File: config.mk
export PLATFORM = sky130hd
export DESIGN_NAME = nxb_crossbar
export DESIGN_NICKNAME = d
export VERILOG_FILES = /design/src/hdl/nxb_pkg.sv /design/src/hdl/nxb_bank_mem.sv /design/src/hdl/nxb_crossbar.sv
export SDC_FILE = /design/constraint.sdc
export NUM_CORES = 2
export LEC_CHECK = 0
export BUFFER_PORTS_ARGS = -buffer_cell sky130_fd_sc_hd__buf_2
export CAP_MARGIN = 20
export CORE_MARGIN = 2
export CORE_UTILIZATION = 40
export CTS_CLUSTER_SIZE = 30
export DETAILED_ROUTE_END_ITERATION = 8
export HOLD_SLACK_MARGIN = 0.03
export PLACE_DENSITY = 0.57
export SLEW_MARGIN = 20
export SYNTH_ARGS = -nofsm -noshare
export SYNTH_HDL_FRONTEND = slang
export SYNTH_SLANG_ARGS = --single-unit
File: constraint.sdc
create_clock -name clk -period 3.53 [get_ports clk]
set_input_delay 0.706 -clock clk [delete_from_list [all_inputs] [get_ports clk]]
set_output_delay 0.706 -clock clk [all_outputs]
set_load 0.02 [all_outputs]
File: src/hdl/nxb_pkg.sv
// Shared constants, carrier types and helper functions of the nibble crossbar.
package nxb_pkg;

   ////////////////////////////////////////////////////////////////////////////
   // Register byte offsets on the Avalon-MM slave.
   localparam logic [4:0] NXB_OFS_CTRL = 5'h00;
   localparam logic [4:0] NXB_OFS_STROBE = 5'h04;
   localparam logic [4:0] NXB_OFS_OED = 5'h08;
   localparam logic [4:0] NXB_OFS_RDBK = 5'h0c;
   localparam logic [4:0] NXB_OFS_PORT = 5'h10;

   // Bit positions in the strobe register.
   localparam int NXB_STB_LOAD = 0;
   localparam int NXB_STB_UPPER = 1;
   localparam int NXB_STB_LOWER = 2;

   // Values after reset.
   localparam logic [16:0] NXB_CTRL_RST = 17'h11000;
   localparam logic [15:0] NXB_OED_RST = 16'hffff;
   localparam logic [31:0] NXB_WORD_RST = 32'h0;
   localparam logic [63:0] NXB_QUAD_RST = 64'h0;

   // Group masks for port loads and whole-bank loads.
   localparam logic [15:0] NXB_GRP_MASK0 = 16'h1111;
   localparam logic [15:0] NXB_GRP_ALL = 16'hffff;

   ////////////////////////////////////////////////////////////////////////////
   // Control register layout, most significant field first.
   typedef struct packed {
      logic oec_n;
      logic [2:0] read_bank_sel;
      logic we_n;
      logic lower_half_realtime_sel;
      logic upper_half_realtime_sel;
      logic [3:0] active_bank_sel;
      logic [1:0] word_group_addr;
      logic [2:0] write_bank_sel;
      logic control_load_source_sel;
   } nxb_ctrl_t;

   typedef struct packed {
      logic read;
      logic write;
      logic [4:0] address;
      logic [31:0] writedata;
      logic [3:0] byteenable;
   } nxb_avs_req_t;

   typedef struct packed {
      logic [31:0] readdata;
      logic waitrequest;
   } nxb_avs_rsp_t;

   typedef struct packed {
      logic en;
      logic [2:0] addr;
      logic [15:0] mask;
      logic [63:0] data;
   } nxb_mem_wr_t;

   ////////////////////////////////////////////////////////////////////////////
   // Swaps every upper-half nibble with its lower-half partner.
   function automatic logic [63:0] nxb_swap(input logic [63:0] x);
      return {x[31:0], x[63:32]};
   endfunction : nxb_swap

   // Exchange mode is most significant select bit high, least one low.
   function automatic logic nxb_is_xchg(input logic [3:0] sel);
      return sel[3] & ~sel[0];
   endfunction : nxb_is_xchg

   // Each output group takes the source nibble numbered by its control word.
   function automatic logic [63:0] nxb_route(input logic [63:0] sel,
                                             input logic [63:0] src);
      logic [63:0] r;
      logic [3:0] c;
      r = NXB_QUAD_RST;
      for (int g = 0; g < 16; g++) begin
         c = sel[4*g +: 4];
         r[4*g +: 4] = src[{c, 2'b00} +: 4];
      end
      return r;
   endfunction : nxb_route

   // Gathers groups a, a+4, a+8 and a+12 into one 16-bit port word.
   function automatic logic [15:0] nxb_pick(input logic [63:0] bank,
                                            input logic [1:0] a);
      logic [15:0] w;
      w = 16'h0;
      for (int k = 0; k < 4; k++) begin
         w[4*k +: 4] = bank[(4*k + int'(a))*4 +: 4];
      end
      return w;
   endfunction : nxb_pick

   // Places a port word into groups a, a+4, a+8 and a+12.
   function automatic logic [63:0] nxb_spread(input logic [15:0] w,
                                              input logic [1:0] a);
      logic [63:0] r;
      r = NXB_QUAD_RST;
      for (int k = 0; k < 4; k++) begin
         r[(4*k + int'(a))*4 +: 4] = w[4*k +: 4];
      end
      return r;
   endfunction : nxb_spread

   // Byte-enable merge of a bus write into a register image.
   function automatic logic [31:0] nxb_be_merge(input logic [31:0] old,
                                                input logic [31:0] wd,
                                                input logic [3:0] be);
      logic [31:0] r;
      r = old;
      for (int b = 0; b < 4; b++) begin
         if (be[b]) begin
            r[8*b +: 8] = wd[8*b +: 8];
         end
      end
      return r;
   endfunction : nxb_be_merge

   ////////////////////////////////////////////////////////////////////////////
   // Whole state of the top module.
   typedef struct packed {
      nxb_ctrl_t ctrl;
      logic [15:0] oed_n;
      logic [31:0] upper_reg;
      logic [31:0] lower_reg;
      logic [63:0] din_meta;
      logic [63:0] din_sync;
      logic [15:0] cport_meta;
      logic [15:0] cport_sync;
      logic waitrequest;
      logic [31:0] readdata;
      logic [63:0] data_out;
      logic [15:0] data_out_oe;
      logic [15:0] cport_out;
      logic cport_oe;
   } nxb_state_t;

   localparam nxb_state_t NXB_STATE_RST = '{
      ctrl: nxb_ctrl_t'(NXB_CTRL_RST),
      oed_n: NXB_OED_RST,
      upper_reg: NXB_WORD_RST,
      lower_reg: NXB_WORD_RST,
      din_meta: NXB_QUAD_RST,
      din_sync: NXB_QUAD_RST,
      cport_meta: 16'h0,
      cport_sync: 16'h0,
      waitrequest: 1'b1,
      readdata: NXB_WORD_RST,
      data_out: NXB_QUAD_RST,
      data_out_oe: 16'h0,
      cport_out: 16'h0,
      cport_oe: 1'b0
   };

endpackage : nxb_pkg

File: src/hdl/nxb_bank_mem.sv
// Eight control banks of sixteen nibbles with two registered read ports.
`timescale 1ns/1ns
`default_nettype none
module nxb_bank_mem (
   input wire logic clk,
   input wire logic sys_rst,
   input wire nxb_pkg::nxb_mem_wr_t wr,
   input wire logic [2:0] rd_a_addr,
   input wire logic [2:0] rd_b_addr,
   output var logic [63:0] rd_a_data,
   output var logic [63:0] rd_b_data
);
   import nxb_pkg::*;

   typedef struct packed {
      logic [7:0][63:0] bank;
      logic [63:0] rd_a;
      logic [63:0] rd_b;
   } nxb_mem_state_t;

   nxb_mem_state_t s;
   nxb_mem_state_t next_s;

   ////////////////////////////////////////////////////////////////////////////
   // Only masked groups of the addressed bank change on a write.
   always_comb begin
      next_s = s;
      if (wr.en) begin
         for (int g = 0; g < 16; g++) begin
            if (wr.mask[g]) begin
               next_s.bank[wr.addr][4*g +: 4] = wr.data[4*g +: 4];
            end
         end
      end
      next_s.rd_a = s.bank[rd_a_addr];
      next_s.rd_b = s.bank[rd_b_addr];
   end

   always_ff @(posedge clk) begin
      if (sys_rst) begin
         s <= '0;
      end else begin
         s <= next_s;
      end
   end

   assign rd_a_data = s.rd_a;
   assign rd_b_data = s.rd_b;

   ////////////////////////////////////////////////////////////////////////////
   // Checks of the storage.
   function automatic logic [63:0] nxb_spread16(input logic [15:0] m);
      logic [63:0] r;
      r = 64'h0;
      for (int g = 0; g < 16; g++) begin
         r[4*g +: 4] = {4{m[g]}};
      end
      return r;
   endfunction : nxb_spread16
endmodule : nxb_bank_mem
`default_nettype wire

File: src/hdl/nxb_crossbar.sv
// Bank programming, selection, readback and routing of the nibble crossbar.
// What this block does
// - Active select 1xx0 routes through fixed upper/lower nibble exchange.
// - Control code 0-7 picks lower nibbles, 8-15 picks upper nibbles.
// - A full bank load over the port takes four load strobes.
// - Word address a stores port nibbles into groups a, a+4, a+8, a+12.
// - Active select with top bit low routes from bank of low bits.
// - Both real-time selects low take sources from the input registers.
// - Data-side load maps each half onto the other half in one strobe.
// - Data-side loads use live inputs or earlier captured half words.
// - Four port reads return a whole bank, 16 bits each.
// - Read bank select and word address choose the word driven out.
// - Readback word layout equals the load layout.
// - Every output group keeps its own independent control word.
// - With write enable high, load strobes leave all banks unchanged.
// - Load source high takes bank data from data inputs, low from port.
// - A half's real-time select high routes its live inputs.
//
// Added by the designer: the register addresses and the Avalon-MM interface to the registers.
`timescale 1ns/1ns
`default_nettype none
module nxb_crossbar (
   input wire logic clk,
   input wire logic sys_rst,
   input wire nxb_pkg::nxb_avs_req_t avs_req,
   output var nxb_pkg::nxb_avs_rsp_t avs_rsp,
   input wire logic [63:0] data_in,
   output var logic [63:0] data_out,
   output var logic [15:0] data_out_oe,
   input wire logic [15:0] control_word_port_in,
   output var logic [15:0] control_word_port_out,
   output var logic control_word_port_oe
);
   import nxb_pkg::*;

   nxb_state_t s;
   nxb_state_t next_s;
   nxb_mem_wr_t mem_wr;
   logic [63:0] rd_a;
   logic [63:0] rd_b;
   logic [63:0] src;
   logic bus_req;
   logic bus_acc;
   logic bus_wr;
   logic stb_hit;
   logic load_stb;
   logic [31:0] ctrl_merged;
   logic [31:0] oed_merged;
   logic [31:0] stb_word;
   logic [31:0] rd_mux;

   ////////////////////////////////////////////////////////////////////////////
   // Bus decode: a request is answered one cycle after it is seen.
   assign bus_req = avs_req.read | avs_req.write;
   assign bus_acc = bus_req & ~s.waitrequest;
   assign bus_wr = bus_acc & avs_req.write;
   assign stb_hit = bus_wr & (avs_req.address == NXB_OFS_STROBE);
   assign stb_word = nxb_be_merge(NXB_WORD_RST, avs_req.writedata,
                                  avs_req.byteenable);
   assign load_stb = stb_hit & stb_word[NXB_STB_LOAD];
   assign ctrl_merged = nxb_be_merge({15'h0, s.ctrl}, avs_req.writedata,
                                     avs_req.byteenable);
   assign oed_merged = nxb_be_merge({16'h0, s.oed_n}, avs_req.writedata,
                                    avs_req.byteenable);

   always_comb begin
      case (avs_req.address)
         NXB_OFS_CTRL: rd_mux = {15'h0, s.ctrl};
         NXB_OFS_OED: rd_mux = {16'h0, s.oed_n};
         NXB_OFS_RDBK: rd_mux = {16'h0, s.cport_out};
         NXB_OFS_PORT: rd_mux = {16'h0, s.cport_sync};
         default: rd_mux = NXB_WORD_RST;
      endcase
   end

   ////////////////////////////////////////////////////////////////////////////
   // Source nibbles: live inputs or input registers per half.
   assign src[63:32] = s.ctrl.upper_half_realtime_sel ?
                       s.din_sync[63:32] : s.upper_reg;
   assign src[31:0] = s.ctrl.lower_half_realtime_sel ?
                      s.din_sync[31:0] : s.lower_reg;

   ////////////////////////////////////////////////////////////////////////////
   // Bank write request.
   always_comb begin
      mem_wr.en = load_stb & ~s.ctrl.we_n;
      mem_wr.addr = s.ctrl.write_bank_sel;
      if (s.ctrl.control_load_source_sel) begin
         mem_wr.mask = NXB_GRP_ALL;
         mem_wr.data = nxb_swap(src);
      end else begin
         mem_wr.mask = NXB_GRP_MASK0 << s.ctrl.word_group_addr;
         mem_wr.data = nxb_spread(s.cport_sync,
                                  s.ctrl.word_group_addr);
      end
   end

   nxb_bank_mem u_mem (
      .clk(clk),
      .sys_rst(sys_rst),
      .wr(mem_wr),
      .rd_a_addr(s.ctrl.active_bank_sel[2:0]),
      .rd_b_addr(s.ctrl.read_bank_sel),
      .rd_a_data(rd_a),
      .rd_b_data(rd_b)
   );

   ////////////////////////////////////////////////////////////////////////////
   // Next state.
   always_comb begin
      next_s = s;
      next_s.din_meta = data_in;
      next_s.din_sync = s.din_meta;
      next_s.cport_meta = control_word_port_in;
      next_s.cport_sync = s.cport_meta;
      next_s.waitrequest = ~(bus_req & s.waitrequest);
      if (bus_req & s.waitrequest) begin
         next_s.readdata = rd_mux;
      end
      if (bus_wr && avs_req.address == NXB_OFS_CTRL) begin
         next_s.ctrl = nxb_ctrl_t'(ctrl_merged[16:0]);
      end
      if (bus_wr && avs_req.address == NXB_OFS_OED) begin
         next_s.oed_n = oed_merged[15:0];
      end
      if (stb_hit & stb_word[NXB_STB_UPPER]) begin
         next_s.upper_reg = s.din_sync[63:32];
      end
      if (stb_hit & stb_word[NXB_STB_LOWER]) begin
         next_s.lower_reg = s.din_sync[31:0];
      end
      if (nxb_is_xchg(s.ctrl.active_bank_sel)) begin
         next_s.data_out = nxb_swap(src);
      end else begin
         next_s.data_out = nxb_route(rd_a, src);
      end
      next_s.data_out_oe = ~s.oed_n;
      next_s.cport_out = nxb_pick(rd_b,
                                  s.ctrl.word_group_addr);
      next_s.cport_oe = ~s.ctrl.oec_n;
   end

   always_ff @(posedge clk) begin
      if (sys_rst) begin
         s <= NXB_STATE_RST;
      end else begin
         s <= next_s;
      end
   end

   assign avs_rsp.readdata = s.readdata;
   assign avs_rsp.waitrequest = s.waitrequest;
   assign data_out = s.data_out;
   assign data_out_oe = s.data_out_oe;
   assign control_word_port_out = s.cport_out;
   assign control_word_port_oe = s.cport_oe;
endmodule : nxb_crossbar
`default_nettype wire

# Word level (Yosys, flattened, before mapping)
# Cells that the tools add are included.
[totals] ff_bits=1027 in_bits=125 word_cells=196
[classes] addsub=7 order_cmp=4 eq_ne=4 n_shift=29 muxes=92 n_bitwise=17 n_reduce_logical=9
[op_table] cell="512-bit two-way mux" n=31
[op_table] cell="512-bit bitwise mux" n=16
[op_table] cell="64-bit demux with 3-bit select" n=16
[op_table] cell="64-bit by 7-bit variable part select with 4-bit output" n=17
[op_table] cell="64-bit binary-select mux with 3-bit select" n=2
[op_table] cell="64-bit two-way mux" n=4
[op_table] cell="4-bit by 33-bit variable shift with 64-bit output (first input constant)" n=4
[op_table] cell="4-bit by 33-bit variable part select with 64-bit output" n=4
[op_table] cell="64-bit bitwise mux" n=3
[op_table] cell="64-bit by 8-bit variable part select with 4-bit output" n=2
[op_table] cell="32-bit negator with 33-bit output" n=3
[op_table] cell="32-bit two-way mux" n=3
[op_table] cell="80-bit two-way mux" n=1
[op_table] cell="17-bit one-hot mux with 4 select lines" n=1
[op_table] cell="64-bit AND" n=1
[op_table] cell="64-bit by 5-bit variable part select with 4-bit output" n=1
[op_table] cell="60-bit two-way mux" n=1
[op_table] cell="56-bit two-way mux" n=1
[op_table] cell="52-bit two-way mux" n=1
[op_table] cell="48-bit two-way mux" n=1
[op_table] cell="44-bit two-way mux" n=1
[op_table] cell="40-bit two-way mux" n=1
[op_table] cell="36-bit two-way mux" n=1
[op_table] cell="4-bit negator with 33-bit output" n=1
[op_table] cell="23 further kinds" n=45

# Depth between registers and ports, before layout
[logic_depth] ltp_word=54 depth_mapped=12 ltp_nobuf=7

# Cells and area by module
# From an unflattened synthesis, not the netlist that was laid out.
[unflattened] hier_cells=6251 area_unflattened_um2=55270.5
[by_module_without_submodules] mod="nxb_bank_mem" n_inst=1 cells_each=3321 area_each_um2=31447.7
[by_module_without_submodules] mod="nxb_crossbar" n_inst=1 cells_each=2930 area_each_um2=23822.8

# Worst setup path before layout
# No wires, ideal clock.
[synth_timing] path_kind="register to register" from="register s[375] (netlist bit)" to="register u_mem.s[146] (netlist bit)" arrival_ps=2805 required_time_ps=3460 path_slack_ps=655 path_stages_with_launch=11 path_buffers=3 period_less_slack_ps=2875 cell_sequence="dfxtp_1 > clkbuf_1 > clkbuf_1 > inv_1 > ha_1 > nor4bb_1 > buf_2 > a32oi_1 > o21ai_1 > nand2_1 > a21oi_1"
[synth_via] elab_chain_len=48 word_cells_on_any_way=67
[synth_rtl] item="from (decl)" line_no="nxb_crossbar.sv:36" source="nxb_state_t s;"
[synth_rtl] item="from (signal assigned)" line_no="nxb_crossbar.sv:147" source="s <= next_s;"
[synth_rtl] item="branches (longest 1 deep; another with 32-bit negator with 33-bit output)"
[synth_rtl] item="80-bit two-way mux (*)" line_no="nxb_crossbar.sv:88" source="if (s.ctrl.control_load_source_sel) begin"
[synth_rtl] item="512-bit two-way mux" line_no="nxb_bank_mem.sv:30" source="if (wr.mask[g]) begin"
[synth_rtl] item="512-bit two-way mux" line_no="nxb_bank_mem.sv:28" source="if (wr.en) begin"
[synth_rtl] item="512-bit bitwise mux" line_no="nxb_bank_mem.sv:31" source="next_s.bank[wr.addr][4*g +: 4] = wr.data[4*g +: 4];"
[synth_rtl] item="512-bit two-way mux" line_no="nxb_bank_mem.sv:30"
[synth_rtl] item="512-bit two-way mux" line_no="nxb_bank_mem.sv:28"
[synth_rtl] item="512-bit bitwise mux" line_no="nxb_bank_mem.sv:31"
[synth_rtl] item="[... 32 more ...]"
[synth_rtl] item="512-bit bitwise mux" line_no="nxb_bank_mem.sv:31"
[synth_rtl] item="512-bit two-way mux" line_no="nxb_bank_mem.sv:30"
[synth_rtl] item="512-bit two-way mux" line_no="nxb_bank_mem.sv:28"
[synth_rtl] item="512-bit bitwise mux" line_no="nxb_bank_mem.sv:31"
[synth_rtl] item="512-bit two-way mux" line_no="nxb_bank_mem.sv:30"
[synth_rtl] item="512-bit two-way mux" line_no="nxb_bank_mem.sv:28"
[synth_rtl] item="512-bit bitwise mux" line_no="nxb_bank_mem.sv:31"
[synth_rtl] item="512-bit two-way mux (*)" line_no="nxb_bank_mem.sv:30"
[synth_rtl] item="to (signal assigned)" line_no="nxb_bank_mem.sv:43" source="s <= next_s;"
[synth_rtl] item="to (decl)" line_no="nxb_bank_mem.sv:21" source="nxb_mem_state_t s;"
# Every way passes the cells marked *. The select of a mux whose other input is x is not followed.
# A chain may end at the register's enable or synchronous reset.

# Final worst setup path
[layout_timing] from="register s[374] (netlist bit)" to="register u_mem.s[630] (netlist bit)"
[layout_via] elab_chain_len=48 word_cells_on_any_way=67
[layout_rtl] item="13-bit by 2-bit << shifter with 16-bit output" line_no="nxb_crossbar.sv:92" source="mem_wr.mask = NXB_GRP_MASK0 << s.ctrl.word_group_addr;"
[layout_rtl] item="80-bit two-way mux (*)" line_no="nxb_crossbar.sv:88"
[layout_rtl] item="512-bit two-way mux" line_no="nxb_bank_mem.sv:30"
[layout_rtl] item="512-bit two-way mux" line_no="nxb_bank_mem.sv:28"
[layout_rtl] item="512-bit bitwise mux" line_no="nxb_bank_mem.sv:31"
[layout_rtl] item="512-bit two-way mux" line_no="nxb_bank_mem.sv:30"
[layout_rtl] item="512-bit two-way mux" line_no="nxb_bank_mem.sv:28"
[layout_rtl] item="512-bit bitwise mux" line_no="nxb_bank_mem.sv:31"
[layout_rtl] item="[... 32 more ...]"
[layout_rtl] item="512-bit bitwise mux" line_no="nxb_bank_mem.sv:31"
[layout_rtl] item="512-bit two-way mux" line_no="nxb_bank_mem.sv:30"
[layout_rtl] item="512-bit two-way mux" line_no="nxb_bank_mem.sv:28"
[layout_rtl] item="512-bit bitwise mux" line_no="nxb_bank_mem.sv:31"
[layout_rtl] item="512-bit two-way mux" line_no="nxb_bank_mem.sv:30"
[layout_rtl] item="512-bit two-way mux" line_no="nxb_bank_mem.sv:28"
[layout_rtl] item="512-bit bitwise mux" line_no="nxb_bank_mem.sv:31"
[layout_rtl] item="512-bit two-way mux (*)" line_no="nxb_bank_mem.sv:30"
# Mark *: on every way between the ends. The rest lies on a longest branch, timed or not. The select of a mux whose other input is x is not followed.

==> metrics.md <==
| Metric | Value |
|---|---|
| Vias/cell | `6.328` |
| Violated checks | `DRC` |
| Layout cells sized above 1 | `20.59%` |
| Initial antenna violation count | `14` |
| Worst EP required | `4170 ps` |
| Place WS | `approximately 580 ps` |
| Worst reg2reg startpoint | `s[374]$_SDFFE_PP0P_` |
| Routed WL per cell | `~29 um` |
| Final nets | `5756` |
| Die Wd | `approximately 370 um` |
| YS warnings | `0` |
| Number of flops mapped to enable cells by yosys | `0` |
| Non-filler cells, final | `7452` |
| Dpl cells | `7255` |
| Worst Tran Pin Value | `1148 ps` |
| First DRT Iteration DRCs | `7629` |
| Pleak | `approximately 19 nW` |
| Ports | `255` |
| Clock transition at path regs | `around 60 ps` |
| Sequential area share after synthesis | `around 39%` |
| Vias | `47160` |
| Async SR Flop Fraction | `0%` |
| Synth area leader | `dfxtp_1` |
| Top cells by count, synth | `dfxtp_1 (1012), nand2_1 (818), nor2_1 (575)` |
| Final setup vio count | `0` |
| Root Buffer | `clkbuf_16` |
| CP Launch Type | `flop` |
| First-pass GRT wire length | `305.3 mm` |
| Hold Slack | `~150 ps` |
| RSZ-0062 raised after global routing | `no` |
| Die area | `133900 um^2` |
| Sequential power share | `48.0%` |
| Total grt overflow | `0` |
| Slew margin rel. | `23.37%` |
| Hold_sp | `data_in[30]` |
| CP max FO | `8` |
| Height of the die | `365.9 um` |
| Post-route setup slack | `406.0 ps` |
| Vias in the first global route | `about 44000` |
| Synth cell types | `61` |
| Drt drc | `8` |
| Overall Power | `~24 mW` |
| Cts hold-fix bufs | `0` |
| Clock Power Share | `about half` |
| Clock sinks | `a little over 1000` |
| DRT Pass-1 Iters | `9` |
| Antenna viol nets, final | `0` |
| Tot GR Track Use | `30.61%` |
| Internal | `18.68 mW` |
| Sw power | `5.458 mW` |
| Largest net degree at the start of global routing | `89` |
| CTS Buf Count | `108` |
| Sw Ratio | `22.61%` |
| Max-Cap Viols | `0` |
| Arrival time at the worst endpoint | `about 3800 ps` |
| Status | `finished, violations left` |
| Fmax | `320.1 MHz` |
| Sum Neg Setup Slack | `0 ps` |
| Period minus WS final | `3124 ps` |
| Row cnt | `132` |
| Maximum VDD drop | `between 0.0003 and 0.0004 V` |
| Placer Congestion | `0.9901` |
| Clk buf depth | `3` |
| Final Hold Fails | `0` |
| Share of the synthesized area in the top cell type | `38.67%` |
| Pwr Density | `410.4 nW/um^2` |
| Register bit count reported by yosys | `1012` |
| Worst hold path class | `in2reg` |
| Number of I/O port buffers | `roughly 220` |
| H-Tree Level Count | `3` |
| CTS tree | `built` |
| Count leader, synth | `dfxtp_1` |
| Setup crit end kind | `flop` |
| Final period util | `about 88%` |
| Crit path from | `s[374]$_SDFFE_PP0P_` |
| Slew Limit Fails | `0` |
| Later-pin clock latency in the skew report | `760 ps` |
| Area contributors post-synth | `dfxtp_1 (39%), mux4_2 (15%), nand2_1 (5.9%), mux2i_1 (4.5%), nor2_1 (4.1%)` |
| Starting density of the core | `40.36%` |
| Resize count post-CTS | `0` |
| Post-CTS Setup Bufs | `0` |
| Final HPWL DP | `142.3 mm` |
| Comb power frac | `2.3%` |
| WL final | `213.1 mm` |
| Core ar. | `129800 um^2` |
| Mapped Cells | `roughly 5700` |
| Area added between synthesis and finish | `12.28%` |
| Clock skew | `78.36 ps` |
| Cell area after synthesis | `~52000 um^2` |
| Avg Inst Size Synth | `9.178 um^2` |
| Critical path class | `reg2reg` |
| Prevailing post-synth register cell | `dfxtp_1` |
[layout make-up]
cell class / count / area, um^2
Multi-Input combinational cell: 3995 / 28940
Fill cell: 12450 / 70990
Clock buffer: 152 / 3179
Timing Repair Buffer: 494 / 3611
Clock inverter: 42 / 568.0
Sequential cell: 1012 / 20290
Tap cell: 1742 / 2180
Inverter: 12 / 45.04
Antenna cell: 3 / 7.507
[power by group through the flow]
stage / clock [mW] / sequential, mW / combinational (mW)
global route: 12.6 / 11.6 / 0.603
floorplan: 0 / 11.8 / 0.335
detailed placement: 0 / 11.8 / 0.556
CTS: 12.1 / 11.6 / 0.560
finish: 12.0 / 11.6 / 0.567
global placement: 0 / 11.8 / 0.555
[worst max-delay path: stages (launching register included)]
cell      delay (ps)
dfxtp_2          350
inv_1            170
ha_1             640
nand2b_1         350
nor4_2           880
a22oi_1          300
a211oi_1         320
[kinds of logic after synthesis]
family,after synthesis,share of synthesized area [%]
AO/OA/AOI/OAI,1510,18.69
adder cells (fa/ha/maj),8,0.1911
buffers and inverters,715,6.494
flip-flops,1012,38.67
multiplexers,646,20.80
other,1,0.007158
AND/OR/NAND/NOR,1816,15.15
[per-layer routing]
metal | global-route usage [%] | wire, um
met3 | 9.666 | 26590
met2 | 43.71 | 88690
met1 | 39.76 | 81930
met5 | 0 | 82
met4 | 19.80 | 15860
[cell usage in the layout, fill, tap and decap left out, types with 24 or more instances in the layout]
| master | n |
|---|---|
| mux4_2 | 348 |
| dfxtp_1 | 1002 |
| a22oi_1 | 89 |
| o31a_1 | 24 |
| mux2_2 | 60 |
| buf_12 | 36 |
| nor2_1 | 567 |
| a211oi_1 | 277 |
| or2_2 | 33 |
| nand2_1 | 818 |
| mux2i_1 | 226 |
| nand2b_1 | 51 |
| nor3_1 | 39 |
| a21oi_1 | 409 |
| clkbuf_8 | 29 |
| nand3_1 | 27 |
| o311ai_0 | 30 |
| buf_2 | 222 |
| buf_4 | 235 |
| o22ai_1 | 254 |
| o31ai_1 | 39 |
| o21ai_0 | 163 |
| a311oi_1 | 42 |
| o211ai_1 | 83 |
| clkbuf_16 | 109 |
| a22o_1 | 24 |
| nor2b_1 | 202 |
[registers in the layout, indices dropped and copies added (netlist names)]
signal                 count
u_mem.rd_b_data           64
u_mem.s                  512
control_word_port_out     16
mem_wr                     3
u_mem.rd_a_data           64
data_out                  64
s                        174
next_s                    80
avs_rsp                   18
control_word_port_oe       1
data_out_oe               16
[metrics by stage]
| step | area [um^2] | utilization [%] |
|---|---|---|
| 2_1_floorplan | 52440 | - |
| 3_3_place_gp | 55050 | 42.41 |
| 3_5_place_dp | 55070 | 42.42 |
| 4_1_cts | 58810 | 45.31 |
| 5_1_grt | 58820 | 45.31 |
| 6_report | 58820 | 45.31 |
[path summary, 6_finish.rpt]
path              cells past startpoint  slack, ps                   endpoint
setup reg to reg                      6        410  u_mem.s[630]$_SDFFE_PP0P_
setup / recovery                      6        410  u_mem.s[630]$_SDFFE_PP0P_
hold / removal                        2        150     next_s[192]$_SDFF_PP0_
hold reg to reg                       1        390          s[198]$_SDFF_PP0_
Note: power is estimated with default switching activity, not from simulation.
